### src/acr_pkg.sv
// Shared constants and timing helpers for the conversion and readout block
package acr_pkg;

   // ---------------------------------------------------------------
   // Clock and widths
   // ---------------------------------------------------------------
   localparam int CLK_NS = 8;
   localparam int RES_W = 16;

   // ---------------------------------------------------------------
   // Conversion timing
   // ---------------------------------------------------------------
   localparam int CONV_NS = 1200;
   localparam int CONV_CYC = CONV_NS / CLK_NS;
   localparam int DATA_TO_BUSY_NS = 12;
   localparam int DATA_TO_BUSY_CYC = (DATA_TO_BUSY_NS + CLK_NS - 1) / CLK_NS;
   localparam int SYNC_RDC_NS = 525;
   localparam int SYNC_RDC_CYC = SYNC_RDC_NS / CLK_NS;
   localparam int SYNC_TO_BUSY_NS = 25;
   localparam int SYNC_TO_BUSY_CYC = (SYNC_TO_BUSY_NS + CLK_NS - 1) / CLK_NS;

   // ---------------------------------------------------------------
   // Serial master timing, per divider setting
   // ---------------------------------------------------------------
   localparam int LEAD0_NS = 3;
   localparam int LEADN_NS = 17;
   localparam int TAIL0_NS = 3;
   localparam int TAIL1_NS = 55;
   localparam int TAIL2_NS = 130;
   localparam int TAIL3_NS = 290;
   localparam int PER0_NS = 32;
   localparam int PER1_NS = 64;
   localparam int PER2_NS = 128;
   localparam int PER3_NS = 256;
   localparam logic [1:0] DIV_NONE = 2'h0;
   localparam logic [4:0] BIT_LAST = 5'h0f;

   // Half period of the serial clock in system cycles
   function automatic logic [4:0] sclk_half(input logic [1:0] div);
      int ns;
      unique case (div)
         2'h0: ns = PER0_NS;
         2'h1: ns = PER1_NS;
         2'h2: ns = PER2_NS;
         default: ns = PER3_NS;
      endcase
      return 5'(ns / (2 * CLK_NS));
   endfunction

   // Frame lead before the first serial clock edge, rounded up
   function automatic logic [5:0] lead_cyc(input logic [1:0] div);
      int ns;
      ns = (div == DIV_NONE) ? LEAD0_NS : LEADN_NS;
      return 6'((ns + CLK_NS - 1) / CLK_NS);
   endfunction

   // Frame hold after the last serial clock edge, rounded up
   function automatic logic [5:0] tail_cyc(input logic [1:0] div);
      int ns;
      unique case (div)
         2'h0: ns = TAIL0_NS;
         2'h1: ns = TAIL1_NS;
         2'h2: ns = TAIL2_NS;
         default: ns = TAIL3_NS;
      endcase
      return 6'((ns + CLK_NS - 1) / CLK_NS);
   endfunction

endpackage

### src/acr_sclk_div.sv
// Internal serial clock generator with programmable half period
`timescale 1ns/10ps
module acr_sclk_div (
   input wire logic clk_in,
   input wire logic reset_in,
   input wire logic run_in,
   input wire logic [4:0] half_in,
   output logic sclk_out,
   output logic fall_out
);
   import acr_pkg::*;

   typedef struct packed {
      logic [4:0] cnt;
      logic sclk;
      logic fall;
   } acr_div_t;

   acr_div_t q;
   acr_div_t d;

   // Clock idles low, toggles every half period while running
   always_comb begin
      d = q;
      d.fall = 1'b0;
      if (!run_in) begin
         d.cnt = 5'h00;
         d.sclk = 1'b0;
      end else if (q.cnt == half_in - 5'h01) begin
         d.cnt = 5'h00;
         d.sclk = ~q.sclk;
         d.fall = q.sclk; // Falling edge marks the end of a bit
      end else begin
         d.cnt = q.cnt + 5'h01;
      end
   end

   always_ff @(posedge clk_in) begin
      if (reset_in) begin
         q <= '0;
      end else begin
         q <= d;
      end
   end

   assign sclk_out = q.sclk;
   assign fall_out = q.fall;
endmodule // acr_sclk_div

### src/acr_top.sv
// Conversion handshake and parallel/serial result readout
`timescale 1ns/10ps
module acr_top (
   input wire logic clk_in,
   input wire logic reset_in,
   input wire logic convert_start_n_in,
   input wire logic [acr_pkg::RES_W-1:0] conv_result_in,
   input wire logic cs_n_in,
   input wire logic rd_n_in,
   input wire logic serial_parallel_select_in,
   input wire logic clock_source_select_in,
   input wire logic read_during_convert_select_in,
   input wire logic frame_polarity_select_in,
   input wire logic [1:0] clock_divide_select_in,
   input wire logic ext_sclk_in,
   output logic busy_out,
   output logic [acr_pkg::RES_W-1:0] data_out,
   output logic data_oe_n_out,
   output logic sclk_out,
   output logic sclk_oe_n_out,
   output logic sync_out,
   output logic sync_oe_n_out,
   output logic serial_data_out,
   output logic serial_data_oe_n_out
);
   import acr_pkg::*;

   // ---------------------------------------------------------------
   // State types
   // ---------------------------------------------------------------
   typedef enum logic [2:0] {
      CST_IDLE = 3'b000,
      CST_CONV = 3'b001,
      CST_SETTLE = 3'b010,
      CST_WAIT_SER = 3'b011,
      CST_BUSY_TAIL = 3'b100
   } acr_cst_t;

   typedef enum logic [1:0] {
      SST_IDLE = 2'b00,
      SST_LEAD = 2'b01,
      SST_SHIFT = 2'b10,
      SST_TAIL = 2'b11
   } acr_sst_t;

   typedef struct packed {
      acr_cst_t cst;
      acr_sst_t sst;
      logic [11:0] ccnt;
      logic [5:0] scnt;
      logic [4:0] bits;
      logic [RES_W-1:0] res;
      logic [RES_W-1:0] sh;
      logic busy;
      logic frame;
      logic cnv_prev;
      logic ext_prev;
      logic cs_prev;
      logic [RES_W-1:0] data;
      logic data_oe_n;
      logic sclk_oe_n;
      logic sync;
      logic sync_oe_n;
      logic sdo;
      logic sdo_oe_n;
   } acr_state_t;

   acr_state_t q;
   acr_state_t d;

   logic is_ser;
   logic is_master;
   logic is_after;
   logic [1:0] div_eff;
   logic [4:0] half_w;
   logic sclk_w;
   logic fall_w;
   logic start_w;
   logic ser_go;
   logic ser_done;
   logic [RES_W-1:0] ser_load;

   // ---------------------------------------------------------------
   // Mode decode
   // ---------------------------------------------------------------
   // Divider is honoured only in master read-after-convert
   assign is_ser = serial_parallel_select_in;
   assign is_master = is_ser & ~clock_source_select_in;
   assign is_after = is_master & ~read_during_convert_select_in;
   assign div_eff = is_after ? clock_divide_select_in : DIV_NONE;
   assign half_w = sclk_half(div_eff);
   assign start_w = q.cnv_prev & ~convert_start_n_in;
   assign ser_done = (q.sst == SST_TAIL) && (q.scnt == tail_cyc(div_eff) - 6'h01);

   // ---------------------------------------------------------------
   // Internal serial clock
   // ---------------------------------------------------------------
   acr_sclk_div u_div (
      .clk_in(clk_in),
      .reset_in(reset_in),
      .run_in(q.sst == SST_SHIFT),
      .half_in(half_w),
      .sclk_out(sclk_w),
      .fall_out(fall_w)
   );

   // ---------------------------------------------------------------
   // Next-state logic
   // ---------------------------------------------------------------
   always_comb begin
      d = q;
      ser_go = 1'b0;
      ser_load = q.res;
      d.cnv_prev = convert_start_n_in;
      d.ext_prev = ext_sclk_in;
      d.cs_prev = cs_n_in;

      // Conversion sequencer; starts during a conversion are ignored
      unique case (q.cst)
         CST_IDLE: begin
            if (start_w) begin
               d.cst = CST_CONV;
               d.busy = 1'b1;
               d.ccnt = 12'h000;
            end
         end
         CST_CONV: begin
            d.ccnt = q.ccnt + 12'h001;
            // Previous result goes out while converting
            if (is_master && read_during_convert_select_in && q.ccnt == 12'(SYNC_RDC_CYC - 1)) begin
               ser_go = 1'b1;
            end
            if (q.ccnt == 12'(CONV_CYC - 1)) begin
               d.res = conv_result_in;
               d.cst = CST_SETTLE;
               d.ccnt = 12'h000;
            end
         end
         CST_SETTLE: begin
            // Result held on the bus before busy drops
            d.ccnt = q.ccnt + 12'h001;
            if (q.ccnt == 12'(DATA_TO_BUSY_CYC - 1)) begin
               d.ccnt = 12'h000;
               if (is_after) begin
                  ser_go = 1'b1;
                  d.cst = CST_WAIT_SER;
               end else begin
                  d.busy = 1'b0;
                  d.cst = CST_IDLE;
               end
            end
         end
         CST_WAIT_SER: begin
            if (ser_done) begin
               d.cst = CST_BUSY_TAIL;
               d.ccnt = 12'h000;
            end
         end
         CST_BUSY_TAIL: begin
            d.ccnt = q.ccnt + 12'h001;
            if (q.ccnt == 12'(SYNC_TO_BUSY_CYC - 1)) begin
               d.busy = 1'b0;
               d.cst = CST_IDLE;
            end
         end
         default: begin
            d.cst = CST_IDLE;
            d.busy = 1'b0;
         end
      endcase

      // Master serial framer
      unique case (q.sst)
         SST_IDLE: begin
            if (ser_go && q.frame == 1'b0) begin
               d.sst = SST_LEAD;
               d.frame = 1'b1;
               d.sh = ser_load;
               d.scnt = 6'h00;
            end
         end
         SST_LEAD: begin
            d.scnt = q.scnt + 6'h01;
            if (q.scnt == lead_cyc(div_eff) - 6'h01) begin
               d.sst = SST_SHIFT;
               d.bits = 5'h00;
            end
         end
         SST_SHIFT: begin
            // Bit advances on the falling edge, host samples on the rise
            if (fall_w) begin
               d.sh = {q.sh[RES_W-2:0], 1'b0};
               d.bits = q.bits + 5'h01;
               if (q.bits == BIT_LAST) begin
                  d.sst = SST_TAIL;
                  d.scnt = 6'h00;
               end
            end
         end
         SST_TAIL: begin
            d.scnt = q.scnt + 6'h01;
            if (ser_done) begin
               d.frame = 1'b0;
               d.sst = SST_IDLE;
            end
         end
      endcase

      // Slave mode: load on select, shift on each external rising edge
      if (is_ser && clock_source_select_in) begin
         if (q.cs_prev && !cs_n_in) begin
            d.sh = q.res;
         end else if (!cs_n_in && !q.ext_prev && ext_sclk_in) begin
            d.sh = {q.sh[RES_W-2:0], 1'b0};
         end
      end

      // Pin drivers, all registered; enables are active low
      d.data = d.res;
      d.data_oe_n = ~(~is_ser & ~cs_n_in & ~rd_n_in);
      d.sclk_oe_n = ~(is_master & ~cs_n_in);
      d.sync_oe_n = ~(is_master & ~cs_n_in);
      d.sync = d.frame ^ frame_polarity_select_in;
      d.sdo = d.sh[RES_W-1];
      d.sdo_oe_n = ~(is_ser & ~cs_n_in);
   end

   always_ff @(posedge clk_in) begin
      if (reset_in) begin
         q <= '0;
         q.cnv_prev <= 1'b1;
         q.cs_prev <= 1'b1;
         q.data_oe_n <= 1'b1;
         q.sclk_oe_n <= 1'b1;
         q.sync_oe_n <= 1'b1;
         q.sdo_oe_n <= 1'b1;
      end else begin
         q <= d;
      end
   end

   // ---------------------------------------------------------------
   // Outputs
   // ---------------------------------------------------------------
   assign busy_out = q.busy;
   assign data_out = q.data;
   assign data_oe_n_out = q.data_oe_n;
   assign sclk_out = sclk_w;
   assign sclk_oe_n_out = q.sclk_oe_n;
   assign sync_out = q.sync;
   assign sync_oe_n_out = q.sync_oe_n;
   assign serial_data_out = q.sdo;
   assign serial_data_oe_n_out = q.sdo_oe_n;

   // ---------------------------------------------------------------
   // Assertions
   // ---------------------------------------------------------------
   localparam int BUSY_MAX_CYC = 156;
   localparam int BUSY_AFTER_MAX_CYC = 718;
   localparam int RDC_LO = 64;
   localparam int RDC_HI = 68;
endmodule // acr_top

### config.mk
export PLATFORM = sky130hd
export DESIGN_NAME = acr_top
export DESIGN_NICKNAME = d
export VERILOG_FILES = /design/src/acr_pkg.sv /design/src/acr_sclk_div.sv /design/src/acr_top.sv
export SDC_FILE = /design/constraint.sdc
export NUM_CORES = 1
export LEC_CHECK = 0
export BUFFER_PORTS_ARGS = -buffer_cell sky130_fd_sc_hd__buf_2
export CAP_MARGIN = 20
export CORE_ASPECT_RATIO = 0.8
export CORE_MARGIN = 5
export CORE_UTILIZATION = 55
export DETAILED_ROUTE_END_ITERATION = 10
export PLACE_DENSITY_LB_ADDON = 0.15
export SETUP_SLACK_MARGIN = 0.2
export SKIP_CTS_REPAIR_TIMING = 1
export SLEW_MARGIN = 40
export SYNTH_ARGS = -nofsm -noshare
export SYNTH_HDL_FRONTEND = slang
export SYNTH_SLANG_ARGS = --single-unit
export TNS_END_PERCENT = 5
### constraint.sdc
create_clock -name clk_in -period 7.1 [get_ports clk_in]
set_clock_uncertainty 0.05 [all_clocks]
set_input_delay 0 -clock clk_in [delete_from_list [all_inputs] [get_ports clk_in]]
set_output_delay 0 -clock clk_in [all_outputs]
set_load 0.1 [all_outputs]
==> impl_metrics.toml, run 1 <==
[power_and_ir_drop]
intPower_mw = 0.655
p_leak_nw = 1.89
p_per_area_nw_per_um2 = 191
clockPowerShare_pct = 30.7
peakVddDrop_v = 0.000119
pwr-share-seq_pct = 46.9
pwr-share-comb_pct = 22.5
p_sw_mw = 0.316
switching_share_pct = 32.5

[sta]
report.final.slew_viol_count = 0
rsz0062_at_grt = "false"
fmax_ghz = 0.345
worst_slew_pin_slew_ns = 0.794
tns_ns = 0
period_needed_ns = 2.89
fin_crit_sh_pct = 40.8
finalSetupViolCount = 0
max-slew-margin-rel_pct = 47.0
hold_viol = 0

[yosys]
synthDominantCellAreaShare_pct = 34.1
syn_inst = 569
synth_compound_area_share_pct = 24.1
synth.avg_cell_area_um2 = 7.83
synth-main-ff-cell = "dfxtp_1"
ys_types = 58
ys_top_cells_by_area = "dfxtp_1 (34%), nand2_1 (7.1%), nor2_1 (4.8%)"
synthTopCellsByCount = "nand2_1 (84), dfxtp_1 (76), nor2_1 (57)"
synthMuxAreaShare_pct = 5.81
synthSimpleGateAreaFrac_pct = 24.1
ys_seq_area_share_pct = 34.1
synth-warning-count = 0
synth_adder_area_share_pct = 3.09
synth_area_um2 = 4460
synthArstFlopShare_pct = 0
synth-edff-count = 0
synth-xor-area-share_pct = 1.18
syn-num-nets = 608
ys_seq_elements = 76
yosysMostFrequentCell = "nand2_1"
yosysTopAreaCell = "dfxtp_1"
synth_top_family_by_area = "compound AO/OA/AOI/OAI gates"

[run]
drv_cap = 0

[global_route]
grt_pass1_wl_um = 18300
grt_usage_pct = 21.7
grt_pass1_vias = 3878
antenna_found_initial = 0
grt_max_degree = 56
grt_overflow_total = 0

[setup_path]
cp_slowest_stage_delay_ns = 0.57
end_kind = "flip-flop"
regToRegSetupSlack_ns = 4.21
cp_top_family = "compound AO/OA/AOI/OAI gates"
cp_max_fo = 13
path_cells = "nor4b_1 -> nand4_1 -> a211oi_4 -> buf_6 -> o22ai_1 -> nor2b_1 -> a221o_1"
crit_path_top_delay_cell = "a211oi_4"
path_buf_inv = 1
cp_data_required_time_ns = 7.30
reg2reg_from = "q[85]$_SDFFE_PP0P_"
crit_type = "reg2reg"
r2r_end = "q[36]$_SDFF_PP0_"
r2r_cells = 7
start_kind = "flip-flop"
cp.arrival_ns = 3.10

[clock_network]
clk_pin_slew_ns = 0.08
numCtsBuffers = 9
clock_sinks = 76
htree_levels = 3
clk_latency_ns = 0.36
cts_tree = "done"
clock_tree.buffer_depth = 2
cts_root_buf = "clkbuf_8"

[min_path]
hp-class = "in2reg"
worstHoldStart = "reset_in"
min_path_cells = 3
whs_endpoint = "data_out[2]$_SDFFE_PP0P_"

[detailed_routing]
ant_nets = 0
wl_per_cell_um = 15.6
drt-pass1-iter-count = 5
finalWirelength_um = 11300
drc = 0
vias_per_cell = 5.90
via_count = 4288
drt_iter0_markers = 332

[die]
fp.dieArea_um2 = 10000
start_util_pct = 56.4
chipHeight_um = 90.5
core_area_um2 = 7910
io_pins = 52
num_rows = 29
die-width_um = 111

[layout]
fin_area_um2 = 5090
nets = 654
area.growth.synth_to_final_pct = 14.2
drive_gt1_share_pct = 14.2
n_antenna_cell = 0

[status]
status = "finished, final reports clean"

[placement]
hpwl_um = 7520
io_buffers = 51
place_area_um2 = 4660
gp_congestion = 0.910
[worst max path at each step]
stage / slack (ns) / startpoint / end / depth (start not counted)
floorplan: 4.77 / q[84]$_SDFFE_PP0P_ / q[41]$_SDFF_PP0_ / 8
global placement: 4.15 / q[85]$_SDFFE_PP0P_ / q[69]$_SDFFE_PP0P_ / 6
detailed placement: 4.25 / q[85]$_SDFFE_PP0P_ / q[39]$_SDFF_PP0_ / 7
CTS: 4.23 / q[85]$_SDFFE_PP0P_ / q[36]$_SDFF_PP0_ / 7
global route: 3.94 / q[85]$_SDFFE_PP0P_ / q[69]$_SDFFE_PP0P_ / 7
finish: 4.21 / q[85]$_SDFFE_PP0P_ / q[36]$_SDFF_PP0_ / 7
[per-stage QoR]
stage / hold WS [ns] / util (%) / setup slack, ns / cells / total power, mW
after floorplan: 0.0119 / - / 4.77 / 569 / 0.622
after global placement: 0.136 / 58.6 / 4.15 / 686 / 0.662
after detailed placement: 0.148 / 58.9 / 4.25 / 687 / 0.668
after CTS: -0.229 / 61.0 / 4.23 / 702 / 0.965
after global routing: 0.208 / 64.3 / 3.94 / 727 / 1.03
final: 0.188 / 64.3 / 4.21 / 727 / 0.971
[worst register-to-register path, delay by kind of cell (launching register included)]
| family | cells | cell delay [ns] |
|---|---|---|
| simple gates | 3 | 0.89 |
| buf+inv | 1 | 0.23 |
| flops | 1 | 0.55 |
| compound gates | 3 | 1.07 |
[power by group through the flow]
stage          clock [mW]  combinational, mW  sequential, mW
6_report            0.298              0.218           0.455
5_1_grt             0.326              0.241           0.458
4_1_cts             0.306              0.205           0.455
3_5_place_dp            0              0.203           0.465
3_3_place_gp            0              0.199           0.463
2_1_floorplan           0              0.143           0.479
[cells in the final DEF (no fill, tap or decap), drive strengths merged, types with 4 or more instances in the layout]
master,count
a211oi,6
a21oi,25
a221o,11
a221oi,4
a311oi,4
a31oi,9
a32oi,11
a41oi,4
and2,7
and3,4
buf,56
clkbuf,14
dfxtp,76
dlygate4sd3,25
ha,11
inv,25
mux2,7
mux2i,18
nand2,84
nand2b,10
nand3,14
nand4,6
nor2,57
nor2b,10
nor3,8
o211ai,11
o21a,5
o21ai,43
o31ai,5
[registers in the layout (all words and copies together) (netlist names)]
signal and count:
busy_out 1, u_div.fall_out 1, sync_out 1, u_div.sclk_out 1
serial_data_oe_n_out 1, u_div.q 5, q 48, data_oe_n_out 1
data_out 16, sync_oe_n_out 1
[metal layers]
layer / part of all wire, % / global-route usage, % / up-vias / wire length [µm]
met1: 48 / 30.7 / 1974 / 5480
met5: 0 / 0 / - / 0
met2: 43 / 31.8 / 161 / 4910
met4: 0.92 / 6.67 / 0 / 104
li1: - / - / 2141 / -
met3: 7.2 / 6.16 / 12 / 819
[logic make-up (layout without fill, tap and decap cells)]
logic type	count (synthesis)	after routing
AND/OR/NAND/NOR	224	224
AO/OA/AOI/OAI	156	156
flip-flops	76	76
buffers and inverters	71	121
multiplexers	25	25
adder cells (fa/ha/maj)	11	11
XOR/XNOR	6	6
[area by class of cell]
cell class / instances / area (µm²)
multi-input combinational: 422 / 2620
tap: 108 / 135
clock buffer: 14 / 163
inverter: 25 / 93.8
fill: 714 / 2820
clock inverter: 1 / 7.51
timing repair buffer: 81 / 547
sequential: 76 / 1520
No activity file was read; power rests on OpenSTA's default activity.
==> run 2: changes to the inputs <==
--- a/config.mk
+++ b/config.mk
@@ -9,7 +9,7 @@
 export CAP_MARGIN = 20
 export CORE_ASPECT_RATIO = 0.8
 export CORE_MARGIN = 5
-export CORE_UTILIZATION = 55
+export CORE_UTILIZATION = 53
 export DETAILED_ROUTE_END_ITERATION = 10
 export PLACE_DENSITY_LB_ADDON = 0.15
 export SETUP_SLACK_MARGIN = 0.2
==> constraint.sdc (replaced) <==
create_clock -name clk_in -period 2.6 [get_ports clk_in]
set_clock_uncertainty 0.05 [all_clocks]
set_input_delay 0 -clock clk_in [delete_from_list [all_inputs] [get_ports clk_in]]
set_output_delay 0 -clock clk_in [all_outputs]
set_load 0.1 [all_outputs]
==> run 2 against run 1 <==
Against the previous run:
- non-clock buffer count increased by 18
- register-to-register slack got worse by 4.0 ns
- first-iteration DRC count decreased by 1.8%
- setup slack got worse by 4.0 ns
- clock power increased to 2.8 times the previous value
- routed wire length increased by 0.48%
- combinational power increased to 3.2 times the previous value
- final area increased by 3.3%
- final cell count increased by 2.8%
- maximum frequency increased by 23%
==> impl_metrics.toml, run 2 (synthesis gave the netlist of run 1 again) <==
[layout]
regArea_um2 = 1520
area.growth.synth_to_final_pct = 17.9
n_antenna_cell = 0
largest-register = "q"
layout_commonest_cell = "nand2_1"
drive_gt1_share_pct = 16.9
num-fill-cells = 668
multi_input_area_um2 = 2640
mostFrequentLayoutCells = "nand2_1 (84), dfxtp_1 (74), nor2_1 (56), buf_2 (51), o21ai_0 (42)"
nets = 673
largest_reg_flops = 48
fin_area_um2 = 5260

[detailed_routing]
drc = 0
via_count = 4400
drt_iter0_markers = 326
ant_nets = 0
wl_per_cell_um = 15.2
finalWirelength_um = 11400
vias_per_cell = 5.89
drt-pass1-iter-count = 5

[global_route]
grt_pass1_vias = 3801
grt_overflow_total = 0
grt_usage_pct = 21.1
antenna_found_initial = 0
grt_max_degree = 41
grt_pass1_wl_um = 18400

[power_and_ir_drop]
pwr-share-comb_pct = 25.2
p_per_area_nw_per_um2 = 525
p_leak_nw = 2.00
clockPowerShare_pct = 29.9
p_sw_mw = 0.901
pwr-share-seq_pct = 44.8
peakVddDrop_v = 0.000339
intPower_mw = 1.86
switching_share_pct = 32.6

[sta]
rsz0062_at_grt = "true"
max-slew-margin-rel_pct = 59.1
fmax_ghz = 0.424
finalSetupViolCount = 0
hold_viol = 0
worst_slew_pin_slew_ns = 0.606
fin_crit_sh_pct = 90.6
report.final.slew_viol_count = 0
period_needed_ns = 2.36
tns_ns = 0

[min_path]
whs_endpoint = "sync_oe_n_out$_SDFF_PP1_"
min_path_cells = 3
worstHoldStart = "serial_parallel_select_in"
hp-class = "in2reg"

[setup_path]
cp_max_fo = 16
regToRegSetupSlack_ns = 0.24
r2r_end = "q[29]$_SDFF_PP0_"
crit_type = "reg2reg"
reg2reg_from = "q[80]$_SDFFE_PP0P_"
cp.arrival_ns = 2.51
start_kind = "flip-flop"
r2r_cells = 7
end_kind = "flip-flop"
cp_data_required_time_ns = 2.75

[status]
status = "finished, final reports clean"

[clock_network]
cts_tree = "done"
cts_root_buf = "clkbuf_8"
clk_pin_slew_ns = 0.08
clock_sinks = 76
numCtsBuffers = 9
clk_latency_ns = 0.35
htree_levels = 3
clock_tree.buffer_depth = 2

[placement]
place_area_um2 = 4720
gp_congestion = 0.837
hpwl_um = 7690
io_buffers = 51

[die]
die-width_um = 113
fp.dieArea_um2 = 10400
start_util_pct = 55.3
io_pins = 52
num_rows = 29
chipHeight_um = 92.0
core_area_um2 = 8060

[run]
drv_cap = 0
run 2: power groups by stage:
| stage | sequential, mW | combinational (mW) | clock [mW] |
|---|---|---|---|
| floorplan | 1.31 | 0.391 | 0 |
| global placement | 1.26 | 0.573 | 0 |
| detailed placement | 1.26 | 0.587 | 0 |
| CTS | 1.23 | 0.593 | 0.848 |
| global route | 1.24 | 0.762 | 0.903 |
| finish | 1.24 | 0.697 | 0.825 |
run 2: layer usage:
layer  wire length (µm)  share of wire, %  track usage, %  up-vias
met5                  0                 0               0        -
met4                 97              0.85            4.40        0
met3                845               7.4            4.80       12
met2               4900                43            31.7      153
met1               5520                49            31.1     2064
li1                   -                 -               -     2171
run 2: final cells by class:
class / instances / share of cell area, %
Timing Repair Buffer: 99 / 13.1
Clock inverter: 3 / 0.405
Inverter: 25 / 1.79
Clock buffer: 13 / 3.02
Tap cell: 108 / 2.57
Multi-Input combinational cell: 423 / 50.2
Sequential cell: 76 / 29.0
run 2: worst max path at each step:
stage / to / slack (ns) / startpoint
floorplan: q[41]$_SDFF_PP0_ / 0.27 / q[84]$_SDFFE_PP0P_
global placement: q[30]$_SDFF_PP0_ / 0.26 / q[81]$_SDFFE_PP0P_
detailed placement: q[69]$_SDFFE_PP0P_ / 0.20 / q[81]$_SDFFE_PP0P_
CTS: q[68]$_SDFFE_PP0P_ / 0.19 / q[81]$_SDFFE_PP0P_
global route: q[66]$_SDFFE_PP0P_ / 0.15 / q[71]$_SDFFE_PP0P_
finish: q[29]$_SDFF_PP0_ / 0.24 / q[80]$_SDFFE_PP0P_
run 2: worst max-delay path: stages, from the launching register on:
cell and delay (ns):
dfxtp_2 0.36, nor4_4 0.36, nand4_1 0.25, a211oi_4 0.46, buf_6 0.24, mux2_2 0.35
nand2_1 0.07, a221oi_1 0.07
run 2: stage by stage:
step	setup slack, ns	utilization [%]	power [mW]	hold WS, ns	std cells
2_1_floorplan	0.267	-	1.70	0.0119	569
3_5_place_dp	0.199	58.6	1.85	0.137	697
5_1_grt	0.149	65.3	2.91	0.0497	747
4_1_cts	0.185	60.8	2.68	-0.231	713
6_report	0.243	65.3	2.76	0.0645	747
3_3_place_gp	0.259	58.6	1.83	0.136	697
==> run 3: changes to the inputs <==
--- a/config.mk
+++ b/config.mk
@@ -9,9 +9,11 @@
 export CAP_MARGIN = 20
 export CORE_ASPECT_RATIO = 0.8
 export CORE_MARGIN = 5
-export CORE_UTILIZATION = 53
+export CORE_UTILIZATION = 51
+export CTS_BUF_LIST = sky130_fd_sc_hd__clkbuf_4 sky130_fd_sc_hd__clkbuf_8
 export DETAILED_ROUTE_END_ITERATION = 10
 export PLACE_DENSITY_LB_ADDON = 0.15
+export REMOVE_ABC_BUFFERS = 1
 export SETUP_SLACK_MARGIN = 0.2
 export SKIP_CTS_REPAIR_TIMING = 1
 export SLEW_MARGIN = 40
==> run 3 against run 2 <==
Against the previous run:
- routed wire length grew 3.0%
- non-clock buffer count grew 5
- critical path type unchanged
- final cell count grew 1.2%
- hold slack lost 0.036 ns
- die area grew 3.5%
- sequential power is essentially flat
- maximum frequency grew 0.57%
==> impl_metrics.toml, run 3 (synthesis gave the netlist of run 1 again) <==
[clock_network]
cts_tree = "done"
clk_latency_ns = 0.36
clock_sinks = 76
numCtsBuffers = 9
cts_root_buf = "clkbuf_8"
htree_levels = 3
clk_pin_slew_ns = 0.08
clock_tree.buffer_depth = 2

[sta]
max-slew-margin-rel_pct = 54.6
finalSetupViolCount = 0
fin_crit_sh_pct = 90.1
tns_ns = 0
rsz0062_at_grt = "true"
timing.final.ws_setup_ns = 0.256
period_needed_ns = 2.34
fmax_ghz = 0.427
hold_viol = 0
worst_slew_pin_slew_ns = 0.679
report.final.slew_viol_count = 0

[placement]
gp_congestion = 0.833
dp_slack_ns = 0.182
io_buffers = 51
hpwl_um = 7780

[die]
chipHeight_um = 93.6
fp.dieArea_um2 = 10700
die-width_um = 115
start_util_pct = 52.3
num_rows = 30
io_pins = 52
core_area_um2 = 8520

[min_path]
whs_endpoint = "data_out[14]$_SDFFE_PP0P_"
min_path_cells = 2
worstHoldStart = "reset_in"
hp-class = "in2reg"

[setup_path]
r2r_end = "q[32]$_SDFF_PP0_"
reg2reg_from = "q[80]$_SDFFE_PP0P_"
cp.arrival_ns = 2.54
start_kind = "flip-flop"
r2r_cells = 7
cp_data_required_time_ns = 2.80
cp_max_fo = 6
regToRegSetupSlack_ns = 0.26
end_kind = "flip-flop"
crit_type = "reg2reg"

[layout]
num-fill-cells = 727
drive_gt1_share_pct = 18.6
nets = 678
n_antenna_cell = 0
mostFrequentLayoutCells = "nand2_1 (84), dfxtp_1 (74), nor2_1 (56), buf_2 (52), o21ai_0 (42)"
largest-register = "q"
largest_reg_flops = 48
layout_commonest_cell = "nand2_1"
area.growth.synth_to_final_pct = 20.7

[detailed_routing]
ant_nets = 0
finalWirelength_um = 11700
via_count = 4426
wl_per_cell_um = 15.5
wl_met3_um = 858
highest_layer = "met4"
drc = 0
dr_wl_met2_um = 5290
drt-pass1-iter-count = 5
drt_iter0_markers = 291
vias_per_cell = 5.85
routedLengthMet1_um = 5400

[global_route]
antenna_found_initial = 0
grt_usage_pct = 21.0
grt_pass1_wl_um = 18400
grt_max_degree = 39
grt_overflow_total = 0
grt_pass1_vias = 3871

[run]
drv_cap = 0

[power_and_ir_drop]
p_leak_nw = 2.06
peakVddDrop_v = 0.000341
p_per_area_nw_per_um2 = 539

[status]
status = "finished, final reports clean"
-- run 3: worst max-delay path by stage --
stage | from | to | slack, ns | cells past startpoint
3_5_place_dp | q[78]$_SDFFE_PP0P_ | q[67]$_SDFFE_PP0P_ | 0.18 | 6
5_1_grt | q[80]$_SDFFE_PP0P_ | q[67]$_SDFFE_PP0P_ | 0.16 | 6
3_3_place_gp | q[81]$_SDFFE_PP0P_ | q[67]$_SDFFE_PP0P_ | 0.20 | 6
4_1_cts | q[78]$_SDFFE_PP0P_ | q[41]$_SDFF_PP0_ | 0.17 | 6
6_report | q[80]$_SDFFE_PP0P_ | q[32]$_SDFF_PP0_ | 0.26 | 7
2_1_floorplan | q[85]$_SDFFE_PP0P_ | q[68]$_SDFFE_PP0P_ | 0.07 | 6
-- run 3: routing by layer --
layer,vias to the layer above,GRT usage [%]
met3,12,4.92
met2,174,31.4
met1,2053,29.1
li1,2187,-
met4,0,8.51
met5,-,0
-- run 3: area by class of cell --
class	instances	area, µm²	share of cell area, %
Multi-Input combinational cell	423	2670	49.5
Sequential cell	76	1530	28.4
Timing Repair Buffer	104	751	13.9
Clock buffer	11	145	2.70
Tap cell	112	140	2.60
Inverter	25	93.8	1.74
Clock inverter	5	60.1	1.12
-- run 3: worst max-delay path: stages, from the launching register on --
cell	delay, ns
dfxtp_4	0.37
nor4_4	0.36
nand4_1	0.25
a211oi_4	0.43
buf_6	0.17
o22ai_4	0.08
nor2b_4	0.17
a221o_1	0.35
-- run 3: stage by stage --
step	utilization (%)	area, µm²	hold slack (ns)	std cells	total power, mW
finish	63.2	5380	0.0285	756	2.90
global route	63.2	5380	0.0305	756	3.04
CTS	58.2	4960	-0.243	721	2.82
detailed placement	55.8	4750	0.147	705	1.86
global placement	55.8	4750	0.144	705	1.85
floorplan	-	4210	0.0119	523	1.65
-- run 3: where the power goes --
part           leakage (nW)  total, mW  internal [mW]  switching (mW)
Sequential            0.615       1.23           1.20          0.0342
Clock                 0.103      0.953          0.484           0.469
Combinational          1.34      0.718          0.270           0.449
Total                  2.06       2.90           1.95           0.952
